==> src/lcrc_cell.sv <==
// shared constants of the logic cell register control, and one counter-mode register cell
// assumes one clock clk_i; the caller resolves the async control of each cell
`timescale 1ns/100ps

package lcrc_pkg;
    // ------------------------------------------------------------
    // sizes
    // ------------------------------------------------------------
    localparam int CNT_W = 8;                     // cells in the logic_array_block
    localparam int MEM_W = 16;                    // embedded_memory_block register width
    localparam int ADR_W = 8;

    // ------------------------------------------------------------
    // register offsets (byte addresses)
    // ------------------------------------------------------------
    localparam logic [ADR_W-1:0] ADR_CTRL   = 8'h00;
    localparam logic [ADR_W-1:0] ADR_LOAD   = 8'h04;
    localparam logic [ADR_W-1:0] ADR_CMD    = 8'h08;
    localparam logic [ADR_W-1:0] ADR_ADDEND = 8'h0c;
    localparam logic [ADR_W-1:0] ADR_COUNT  = 8'h10;
    localparam logic [ADR_W-1:0] ADR_COMB   = 8'h14;
    localparam logic [ADR_W-1:0] ADR_STATUS = 8'h18;

    // ------------------------------------------------------------
    // field positions and reset values
    // ------------------------------------------------------------
    localparam int CTRL_MODE  = 0;                // 1 counter, 0 arithmetic
    localparam int CTRL_CASC  = 1;                // cascade chain in use
    localparam int CTRL_CHIPEN = 2;               // chip-wide reset honoured
    localparam int CTRL_CNTEN = 3;                // datapath advances
    localparam int CTRL_W     = 4;
    localparam logic [CTRL_W-1:0] CTRL_RST = 4'h5;
    localparam int CMD_SCLR   = 0;
    localparam int CMD_SLOAD  = 1;
    localparam int STAT_CARRY = 0;
    localparam int STAT_UNK   = 1;
    localparam int STAT_IO    = 2;

    typedef enum logic [0:0] {
        LCRC_MODE_ARITH = 1'b0,
        LCRC_MODE_COUNT = 1'b1
    } lcrc_mode_e;
endpackage : lcrc_pkg

module lcrc_cell
    import lcrc_pkg::*;
#(
    parameter bit PRESET = 1'b0                   // 1: async control presets the cell
) (
    // clock and reset
    input  wire logic clk_i,
    input  wire logic rst_i,
    // async control, already resolved
    input  wire logic async_i,
    // synchronous controls
    input  wire logic sclr_i,
    input  wire logic sload_i,
    input  wire logic load_d_i,
    input  wire logic upd_i,
    // datapath
    input  wire logic b_i,
    input  wire logic carry_i,
    input  wire logic casc_en_i,
    input  wire logic casc_i,
    output logic      q_o,
    output logic      sum_o,
    output logic      carry_o
);
    logic data_d;
    logic casc_d;
    logic sel_d;
    logic next_q;

    // two 3-input lookup tables: data and fast carry
    assign sum_o   = q_o ^ b_i ^ carry_i;
    assign carry_o = (q_o & b_i) | (q_o & carry_i) | (b_i & carry_i);

    // load mux and clear gate sit after the cascade, so both beat it
    assign data_d = upd_i ? sum_o : q_o;
    assign casc_d = casc_en_i ? (data_d & casc_i) : data_d;
    assign sel_d  = sload_i ? load_d_i : casc_d;
    assign next_q = sel_d & ~sclr_i;

    // async control first, then sync reset, then data
    if (PRESET) begin : g_preset
        // preset cell: inverted cleared register, so it sets
        always_ff @(posedge clk_i or posedge async_i) begin
            if (async_i) begin
                q_o <= 1'b1;
            end else if (rst_i) begin
                q_o <= 1'b1;
            end else begin
                q_o <= next_q;
            end
        end
    end else begin : g_clear
        always_ff @(posedge clk_i or posedge async_i) begin
            if (async_i) begin
                q_o <= 1'b0;
            end else if (rst_i) begin
                q_o <= 1'b0;
            end else begin
                q_o <= next_q;
            end
        end
    end
endmodule : lcrc_cell

==> src/lcrc_register_control.sv <==
// logic cell register control: a logic_array_block of counter cells, an io_element
// register and the embedded_memory_block registers, configured over classic Wishbone
// assumes one clock; async control ports change only just after a rising clock edge
//
// Decided for this implementation: the placing of the registers and register access over Wishbone.
`timescale 1ns/100ps

module lcrc_register_control
    import lcrc_pkg::*;
#(
    parameter int                W           = CNT_W,
    parameter int                MW          = MEM_W,
    parameter logic [CNT_W-1:0]  PRESET_MASK = 8'h00, // cells built as preset registers
    parameter bit                EMULATED    = 1'b0,  // block holds emulated preset+load
    parameter bit                IO_PWR_HIGH = 1'b0   // io_element power-up value
) (
    // clock and reset
    input  wire logic              clk_i,
    input  wire logic              rst_i,
    // wishbone slave
    input  wire logic              wb_cyc_i,
    input  wire logic              wb_stb_i,
    input  wire logic              wb_we_i,
    input  wire logic [ADR_W-1:0]  wb_adr_i,
    input  wire logic [3:0]        wb_sel_i,
    input  wire logic [31:0]       wb_dat_i,
    output logic      [31:0]       wb_dat_o,
    output logic                   wb_ack_o,
    // shared async controls
    input  wire logic              chip_wide_reset_n_i,
    input  wire logic              logic_array_block_clear_i,
    input  wire logic              logic_array_block_preset_i,
    // logic_array_block datapath
    input  wire logic [W-1:0]      cascade_i,
    output logic      [W-1:0]      count_o,
    // io_element register
    input  wire logic              config_done_i,
    input  wire logic              io_d_i,
    input  wire logic              io_clear_i,
    input  wire logic              io_preset_i,
    output logic                   io_q_o,
    // embedded_memory_block registers
    input  wire logic              mem_local_clear_i,
    input  wire logic              mem_global_clear_i,
    input  wire logic [MW-1:0]     mem_in_d_i,
    input  wire logic [MW-1:0]     mem_out_d_i,
    output logic      [MW-1:0]     mem_in_q_o,
    output logic      [MW-1:0]     mem_out_q_o
);
    // ------------------------------------------------------------
    // bus slave
    // ------------------------------------------------------------
    logic [CTRL_W-1:0] ctrl;
    logic [W-1:0]      load_val;
    logic [W-1:0]      addend;
    logic              unknown;
    logic              req;
    logic              wr;
    logic [W-1:0]      wmask;
    logic [W-1:0]      next_load;
    logic [W-1:0]      next_addend;
    logic [31:0]       rd_data;
    logic              sclr;
    logic              sload;
    lcrc_mode_e        mode;
    logic              chip_aclr;
    logic              async_any;
    logic [W-1:0]      sum;
    logic [W:0]        carry;
    logic              mem_aclr;
    logic              io_aclr;
    logic [2:0]        status;

    // answer one cycle after the request; effect at the acknowledging edge
    assign req = wb_cyc_i & wb_stb_i;
    assign wr  = req & wb_we_i & wb_ack_o;

    // byte lanes steer the wide registers bit by bit
    for (genvar i = 0; i < W; i++) begin : g_lane
        assign wmask[i] = wb_sel_i[i / 8];
    end
    assign next_load   = (load_val & ~wmask) | (wb_dat_i[W-1:0] & wmask);
    assign next_addend = (addend & ~wmask) | (wb_dat_i[W-1:0] & wmask);

    // command bits act for one cycle only and read back as zero
    assign sclr  = wr & (wb_adr_i == ADR_CMD) & wb_sel_i[0] & wb_dat_i[CMD_SCLR];
    assign sload = wr & (wb_adr_i == ADR_CMD) & wb_sel_i[0] & wb_dat_i[CMD_SLOAD];
    assign mode  = lcrc_mode_e'(ctrl[CTRL_MODE]);

    assign status = {io_q_o, unknown, carry[W]};
    // comb reads the live table result, the unregistered twin of count
    assign rd_data = (wb_adr_i == ADR_CTRL)   ? 32'(ctrl)     :
                     (wb_adr_i == ADR_LOAD)   ? 32'(load_val) :
                     (wb_adr_i == ADR_ADDEND) ? 32'(addend)   :
                     (wb_adr_i == ADR_COUNT)  ? 32'(count_o)  :
                     (wb_adr_i == ADR_COMB)   ? 32'(sum)      :
                     (wb_adr_i == ADR_STATUS) ? 32'(status)   : 32'h0;

    // ack pulses for one cycle; unmapped addresses still answer, reading zero
    always_ff @(posedge clk_i) begin
        if (rst_i) begin
            wb_ack_o <= 1'b0;
            wb_dat_o <= 32'h0;
        end else begin
            wb_ack_o <= req & ~wb_ack_o;
            wb_dat_o <= rd_data;
        end
    end

    // software registers; bus config is not touched by the chip-wide reset
    always_ff @(posedge clk_i) begin
        if (rst_i) begin
            ctrl     <= CTRL_RST;
            load_val <= '0;
            addend   <= '0;
        end else if (wr) begin
            if (wb_adr_i == ADR_CTRL && wb_sel_i[0]) begin
                ctrl <= wb_dat_i[CTRL_W-1:0];
            end
            if (wb_adr_i == ADR_LOAD) begin
                load_val <= next_load;
            end
            if (wb_adr_i == ADR_ADDEND) begin
                addend <= next_addend;
            end
        end
    end

    // ------------------------------------------------------------
    // logic_array_block cells
    // ------------------------------------------------------------
    // chip-wide reset only when enabled; it joins every async control
    assign chip_aclr = ctrl[CTRL_CHIPEN] & ~chip_wide_reset_n_i;
    assign async_any = chip_aclr | logic_array_block_clear_i | logic_array_block_preset_i;

    // counter adds one through the carry; arithmetic adds the addend
    assign carry[0] = (mode == LCRC_MODE_COUNT);

    for (genvar i = 0; i < W; i++) begin : g_cell
        logic cell_async;
        logic cell_b;
        // one shared clear or preset per block, chosen by how the cell is built
        assign cell_async = PRESET_MASK[i] ?
                            (chip_aclr | logic_array_block_preset_i) :
                            (chip_aclr | logic_array_block_clear_i);
        assign cell_b = (mode == LCRC_MODE_ARITH) & addend[i];
        lcrc_cell #(
            .PRESET    (PRESET_MASK[i])
        ) u_cell (
            .clk_i     (clk_i),
            .rst_i     (rst_i),
            .async_i   (cell_async),
            .sclr_i    (sclr),
            .sload_i   (sload),
            .load_d_i  (load_val[i]),
            .upd_i     (ctrl[CTRL_CNTEN]),
            .b_i       (cell_b),
            .carry_i   (carry[i]),
            .casc_en_i (ctrl[CTRL_CASC]),
            .casc_i    (cascade_i[i]),
            .q_o       (count_o[i]),
            .sum_o     (sum[i]),
            .carry_o   (carry[i+1])
        );
    end

    // emulated preset+load registers are unknown after power-up or a chip reset, until loaded;
    // the chip reset sets the flag even when a load lands in the same cycle
    always_ff @(posedge clk_i) begin
        if (rst_i) begin
            unknown <= EMULATED;
        end else if (EMULATED && chip_aclr) begin
            unknown <= 1'b1;
        end else if (sload) begin
            unknown <= 1'b0;
        end
    end

    // ------------------------------------------------------------
    // io_element register
    // ------------------------------------------------------------
    // low power-up pairs with clear, high with preset
    assign io_aclr = chip_aclr | (IO_PWR_HIGH ? io_preset_i : io_clear_i);

    if (IO_PWR_HIGH) begin : g_io_high
        always_ff @(posedge clk_i or posedge io_aclr) begin
            if (io_aclr) begin
                io_q_o <= 1'b1;
            end else if (rst_i || !config_done_i) begin
                io_q_o <= 1'b1;
            end else begin
                io_q_o <= io_d_i;
            end
        end
    end else begin : g_io_low
        always_ff @(posedge clk_i or posedge io_aclr) begin
            if (io_aclr) begin
                io_q_o <= 1'b0;
            end else if (rst_i || !config_done_i) begin
                io_q_o <= 1'b0;
            end else begin
                io_q_o <= io_d_i;
            end
        end
    end

    // ------------------------------------------------------------
    // embedded_memory_block registers
    // ------------------------------------------------------------
    assign mem_aclr = mem_local_clear_i | mem_global_clear_i | chip_aclr;

    // input and output registers share one clear
    always_ff @(posedge clk_i or posedge mem_aclr) begin
        if (mem_aclr) begin
            mem_in_q_o  <= '0;
            mem_out_q_o <= '0;
        end else if (rst_i) begin
            mem_in_q_o  <= '0;
            mem_out_q_o <= '0;
        end else begin
            mem_in_q_o  <= mem_in_d_i;
            mem_out_q_o <= mem_out_d_i;
        end
    end
endmodule : lcrc_register_control

==> config.mk <==
export PLATFORM = sky130hd
export DESIGN_NAME = lcrc_register_control
export DESIGN_NICKNAME = d
export VERILOG_FILES = /design/src/lcrc_cell.sv /design/src/lcrc_register_control.sv
export SDC_FILE = /design/constraint.sdc
export NUM_CORES = 1
export LEC_CHECK = 0
export BUFFER_PORTS_ARGS = -buffer_cell sky130_fd_sc_hd__clkbuf_2
export CAP_MARGIN = 20
export CORE_UTILIZATION = 50
export CTS_CLUSTER_DIAMETER = 150
export DETAILED_ROUTE_END_ITERATION = 8
export HOLD_SLACK_MARGIN = 0.15
export PLACE_DENSITY = 0.93
export SYNTH_ARGS = -nofsm -noshare
export SYNTH_HDL_FRONTEND = slang
export SYNTH_SLANG_ARGS = --single-unit
==> constraint.sdc <==
create_clock -name clk_i -period 7.55 [get_ports clk_i]
set_input_delay 1.51 -clock clk_i [delete_from_list [all_inputs] [get_ports clk_i]]
set_output_delay 1.51 -clock clk_i [all_outputs]
set_load 0.02 [all_outputs]
# Word level (Yosys, flattened, before mapping)
# Cells that the tools add are included.
# W data, S select, Z words.
[classes]
eq_ne = 6
n_mux = 41
bitwise = 103
reduce_logical = 9
[ops]
columns = ["cell", "n"]
rows = [
  ["$and A1 B1 Y1", 57],
  ["$mux W1", 33],
  ["$mux W16", 2],
  ["$mux W8", 4],
  ["$and A8 B8 Y8", 3],
  ["$eq A8 B5 Y1 const B", 3],
  ["$or A1 B1 Y1", 20],
  ["$eq A8 B4 Y1 const B", 2],
  ["$or A8 B8 Y8", 2],
  ["$xor A1 B1 Y1", 16],
  ["$eq A8 B3 Y1 const B", 1],
  ["$logic_not A8 Y1", 1],
  ["$not A8 Y8", 1],
  ["$reduce_and A2 Y1", 3],
  ["$reduce_or A6 Y1", 1],
  ["$mux W4", 1],
  ["$not A1 Y1", 4],
  ["$mux W3", 1],
  ["$reduce_or A2 Y1", 1],
  ["$logic_and A1 B1 Y1", 1],
  ["$logic_not A1 Y1", 1],
  ["$logic_or A1 B1 Y1", 1],
]
[totals]
register_bits = 94
inputBits = 98
output_inout_bits = 74
elab_cells = 177

# Depth between registers and ports, before layout
[logic_depth]
word_depth = 32
mapped_depth = 14
depth_no_buf = 14

# By module
# Synthesis repeated with hierarchy kept, for this count alone.
[unflattened]
hier_cells = 398
hier_area_um2 = 3771.1
[modules_own_cells]
columns = ["mod", "instances", "cells_each", "area_each_um2", "seq_area_each_um2"]
rows = [
  ["lcrc_register_control", 1, 294, 2895.3, 1406.3],
  ["lcrc_cell (g_cell[0].u_cell ...)", 5, 13, 111.4, 25.0],
  ["lcrc_cell (g_cell[2].u_cell ...)", 3, 13, 106.4, 25.0],
]

# Worst setup path before layout
# No wires, ideal clock.
[synth_path]
path_type = "reg2reg"
from = "register ctrl[0]"
to = "register wb_dat_o[7]"
setup_ns = 0.114
arrival_time_ns = 4.557
required_ns = 7.436
path_slack_ns = 2.879
path_stages_with_launch = 14
path_buffers = 0
period_less_slack_ns = 4.671
path_cell_list = "dfxtp_1 -> clkinv_1 -> fa_1 -> fa_1 -> fa_1 -> fa_1 -> fa_1 -> fa_1 -> fa_1 -> fa_1 -> o21ai_0 -> nand2_1 -> o31a_1 -> a2111oi_0"
[synth_between]
elab_chain_cells = 28
elab_cells_between_ends = 50
cone_classes = "4 x mux; 46 x bitwise"
[synth_lines]
columns = ["item", "line_no", "text"]
rows = [
  ["from (decl)", "lcrc_register_control.sv:53", "logic [CTRL_W-1:0] ctrl;"],
  ["from (signal assigned)", "lcrc_register_control.sv:118", "ctrl <= wb_dat_i[CTRL_W-1:0];"],
  ["$not A1 Y1", "lcrc_register_control.sv:146", "assign cell_b = (mode == LCRC_MODE_ARITH) & addend[i];"],
  ["$and A1 B1 Y1", "lcrc_register_control.sv:146", ""],
  ["$and A1 B1 Y1", "lcrc_cell.sv:76", "assign carry_o = (q_o & b_i) | (q_o & carry_i) | (b_i & carry_i);"],
  ["$or A1 B1 Y1 (2 in series)", "lcrc_cell.sv:76", ""],
  ["$and A1 B1 Y1", "lcrc_cell.sv:76", ""],
  ["$or A1 B1 Y1 (2 in series)", "lcrc_cell.sv:76", ""],
  ["$and A1 B1 Y1", "lcrc_cell.sv:76", ""],
  ["$or A1 B1 Y1 (2 in series)", "lcrc_cell.sv:76", ""],
  ["[7 not listed]", "-", ""],
  ["$or A1 B1 Y1 (2 in series)", "lcrc_cell.sv:76", ""],
  ["$and A1 B1 Y1", "lcrc_cell.sv:76", ""],
  ["$or A1 B1 Y1 (2 in series)", "lcrc_cell.sv:76", ""],
  ["$xor A1 B1 Y1 *", "lcrc_cell.sv:75", "assign sum_o = q_o ^ b_i ^ carry_i;"],
  ["$mux W8 *", "lcrc_register_control.sv:96", "(wb_adr_i == ADR_COMB) ? 32'(sum) :"],
  ["$mux W8 *", "lcrc_register_control.sv:95", "(wb_adr_i == ADR_COUNT) ? 32'(count_o) :"],
  ["$mux W8 *", "lcrc_register_control.sv:94", "(wb_adr_i == ADR_ADDEND) ? 32'(addend) :"],
  ["$mux W8 *", "lcrc_register_control.sv:93", "(wb_adr_i == ADR_LOAD) ? 32'(load_val) :"],
  ["to (signal assigned)", "lcrc_register_control.sv:106", "wb_dat_o <= rd_data;"],
  ["to (decl)", "lcrc_register_control.sv:27", "output logic [31:0] wb_dat_o,"],
]
# Every way passes the cells marked *; elsewhere a longest branch is shown, timed or not.
# A chain may end at the register's enable or synchronous reset.

# Worst setup path after layout
[layout_path]
from = "register ctrl[0]"
to = "register wb_dat_o[0]"
[layout_between]
elab_chain_cells = 32
elab_cells_between_ends = 57
cone_classes = "6 x mux; 51 x bitwise"
[layout_lines]
columns = ["item", "line_no", "text"]
rows = [
  ["$not A1 Y1", "lcrc_register_control.sv:146", ""],
  ["$and A1 B1 Y1", "lcrc_register_control.sv:146", ""],
  ["$and A1 B1 Y1", "lcrc_cell.sv:76", ""],
  ["$or A1 B1 Y1 (2 in series)", "lcrc_cell.sv:76", ""],
  ["$and A1 B1 Y1", "lcrc_cell.sv:76", ""],
  ["$or A1 B1 Y1 (2 in series)", "lcrc_cell.sv:76", ""],
  ["$and A1 B1 Y1", "lcrc_cell.sv:76", ""],
  ["$or A1 B1 Y1 (2 in series)", "lcrc_cell.sv:76", ""],
  ["[12 not listed]", "-", ""],
  ["$and A1 B1 Y1", "lcrc_cell.sv:76", ""],
  ["$or A1 B1 Y1 (2 in series)", "lcrc_cell.sv:76", ""],
  ["$mux W3", "lcrc_register_control.sv:97", "(wb_adr_i == ADR_STATUS) ? 32'(status) : 32'h0;"],
  ["$mux W8", "lcrc_register_control.sv:96", ""],
  ["$mux W8", "lcrc_register_control.sv:95", ""],
  ["$mux W8", "lcrc_register_control.sv:94", ""],
  ["$mux W8", "lcrc_register_control.sv:93", ""],
  ["$mux W4 *", "lcrc_register_control.sv:92", "assign rd_data = (wb_adr_i == ADR_CTRL) ? 32'(ctrl) :"],
]
# Marks and branches as above.

==> out/qor.yml <==
grt:
  grt_usage_pct: 22.82
  overflow: 0
  grt_pass1_vias: 2792
  grt_pass1_wl_um: 13010
  grt_max_degree: 69
  antenna_found_initial: 0
die:
  floorplan.initialDensity_pct: 52.14
  rows: 30
  die_h_um: 86.41
  dieArea_mm2: 0.007466
  core_region_area_mm2: 0.006832
  ios: 172
  die_width_um: 86.41
drt:
  vias: 2960
  drc: 0
  firstDrtPassIters: 5
  wire_per_inst_um: 15.06
  dr.first_iter.drc_count: 235
  postRouteAntennaNets: 0
  vias_per_cell: 5.230
  wirelength_um: 8522
critical_path:
  path_max_fanout: 10
  slowest_stage: "fa_1"
  critical_path_arrival_ps: 5590
  crit_family: "adder cells"
  path_common_cell: "fa_1"
  worst_ep_required_time_ps: 7780
  critical_path_class: "reg -> reg"
  cp-start-kind: "register"
  cp_num_buf_inv: 1
  path_cells: "clkinv_1 > fa_1 > fa_1 > fa_1 > fa_1 > fa_1 > fa_1 > fa_1 > fa_1 > o41ai_1 > o2111ai_1 > a221oi_1"
  critPathCaptureType: "register"
  max_stage_delay_ps: 520
finish:
  layout.nets: 571
  utilization_pct: 62.45
  drive_gt1_share_pct: 30.64
  antenna_cells: 0
  area_growth_syn_to_layout_pct: 19.78
sta:
  rsz0062_at_grt: "false"
  clock_skew_ps: 10.98
  period_share_pct: 71.00
  hold_viol: 0
  worst_slack_ps: 2190
  relSlewSlack_pct: 47.22
  fmax_ghz: 0.1866
  worst_pin_slew_ps: 785.7
  setup_violations: 0
  setup-tns-final_ps: 0
  slew_violations: 0
  min_period_ps: 5360
yosys:
  ys_ff_latch: 70
  ys_async_sr_fraction_pct: 58.57
  synth_seq_area_share_pct: 45.10
  synth.top_cell.area_share_pct: 28.80
  synth_cells: 360
  synth_area_per_cell_um2: 9.895
  synth.cell_area_mm2: 0.003562
  synth-edff-count: 0
  yosysWarnings: 0
  synth.distinct_cells: 46
  synthTopCellsByArea: "dfrtp_1 (29%), dfxtp_1 (16%), mux2i_1 (8.1%)"
  synthFlopType: "dfrtp_1"
  yosys.area.top_type: "dfrtp_1"
clock_tree:
  holdBufCountCts: 0
  cts_setup_buffers: 0
  postCtsResizedCells: 0
  cts_buffers: 9
  cts_tree: "done"
  h-tree-depth: 3
  path_clk_slew_ps: 80
  cts-root-buf: "clkbuf_8"
  clockBufferDepth: 2
  clkSinkCount: 70
  clk_latency_ps: 350
run:
  drv_cap: 0
power_and_ir_drop:
  peakVddDrop_v: 0.00008131
  p_leak_nw: 1.953
  powerDensity_mw_per_mm2: 185.4
  totalPowerFinal_uw: 791.2
placed_design:
  io_buffers: 118
  place_hpwl_um: 6272
  place_ws_ps: 2316
  gp_congestion: 0.9398
worst_hold_path:
  hold_class: "reg -> async"
status:
  status: "finished, final reports clean"
synth_stat cells (3+ instances only):
master / instances
o2111ai_1: 3
inv_1: 20
o21ai_0: 5
a21oi_1: 7
nand2_1: 23
a221oi_1: 12
nor3_1: 7
a211oi_1: 4
buf_4: 32
nor2_1: 32
dfrtp_1: 41
nand4_1: 3
clkbuf_1: 13
fa_1: 8
nor2b_1: 34
mux2i_1: 29
nand2b_1: 19
dfxtp_1: 29
worst min-delay path, cell delays in order (launching register included):
cell,delay (ps)
dfxtp_1,350
nor2b_1,180
nor2_1,100
final timing paths:
path	start	end	slack, ps	depth (start not counted)
min in group clk_i	wb_ack_o	wb_ack_o	500	1
hold reg to reg	ctrl[2]	io_q_o	290	2
hold / removal	ctrl[2]	io_q_o	290	2
setup reg to reg	ctrl[0]	wb_dat_o[0]	2190	12
setup / recovery	ctrl[0]	wb_dat_o[0]	2190	12
max in group asynchronous	chip_wide_reset_n_i	g_cell[4].u_cell.q_o	5660	3
cells in the final DEF (no fill, tap or decap), drive strengths merged, types with 12 or more instances in the layout:
cell type | synthesis | final
a221oi | 12 | 12
clkbuf | 13 | 128
conb | 1 | 24
dfrtp | 41 | 41
dfxtp | 29 | 29
inv | 20 | 22
mux2i | 29 | 29
nand2 | 23 | 23
nand2b | 19 | 19
nor2 | 32 | 32
nor2b | 34 | 34
metal layers:
metal	track usage, %	wire length (um)	vias up
met5	0	0	-
met4	11.82	252	0
met3	4.857	656	28
met2	38.74	4256	170
met1	27.33	3355	1394
li1	-	-	1368
layout make-up:
cell class / count / area [um^2]
Multi-Input combinational cell: 242 / 1645
Sequential cell: 70 / 1607
Fill cell: 600 / 2565
Clock inverter: 6 / 68.82
Tap cell: 96 / 120.1
Clock buffer: 10 / 137.6
Timing Repair Buffer: 120 / 605.6
Inverter: 22 / 82.58
power breakdown:
group          total (mW)  internal (mW)  switching (mW)
registers           0.384          0.381         0.00286
logic              0.0902         0.0315          0.0586
clock network       0.317          0.164           0.153
total               0.791          0.577           0.214
per-stage QoR:
step / std cells / instance area (um^2) / hold slack [ps]
after floorplan: 383 / 3649 / 209.1
after global placement: 550 / 4060 / 259.6
after detailed placement: 550 / 4060 / 282.6
after CTS: 566 / 4267 / 291.7
after global routing: 566 / 4267 / 334.8
final: 566 / 4267 / 289.5
logic make-up (layout without fill, tap and decap cells):
family	count (synthesis)	in the layout	synth area share, %
other	1	24	0.1053
AO/OA/AOI/OAI	45	45	9.519
buffers and inverters	71	158	11.28
flip-flops	70	70	45.10
multiplexers	29	29	8.149
AND/OR/NAND/NOR	136	136	21.36
adder cells (fa/ha/maj)	8	8	4.496
No activity file was read; power rests on OpenSTA's default activity.
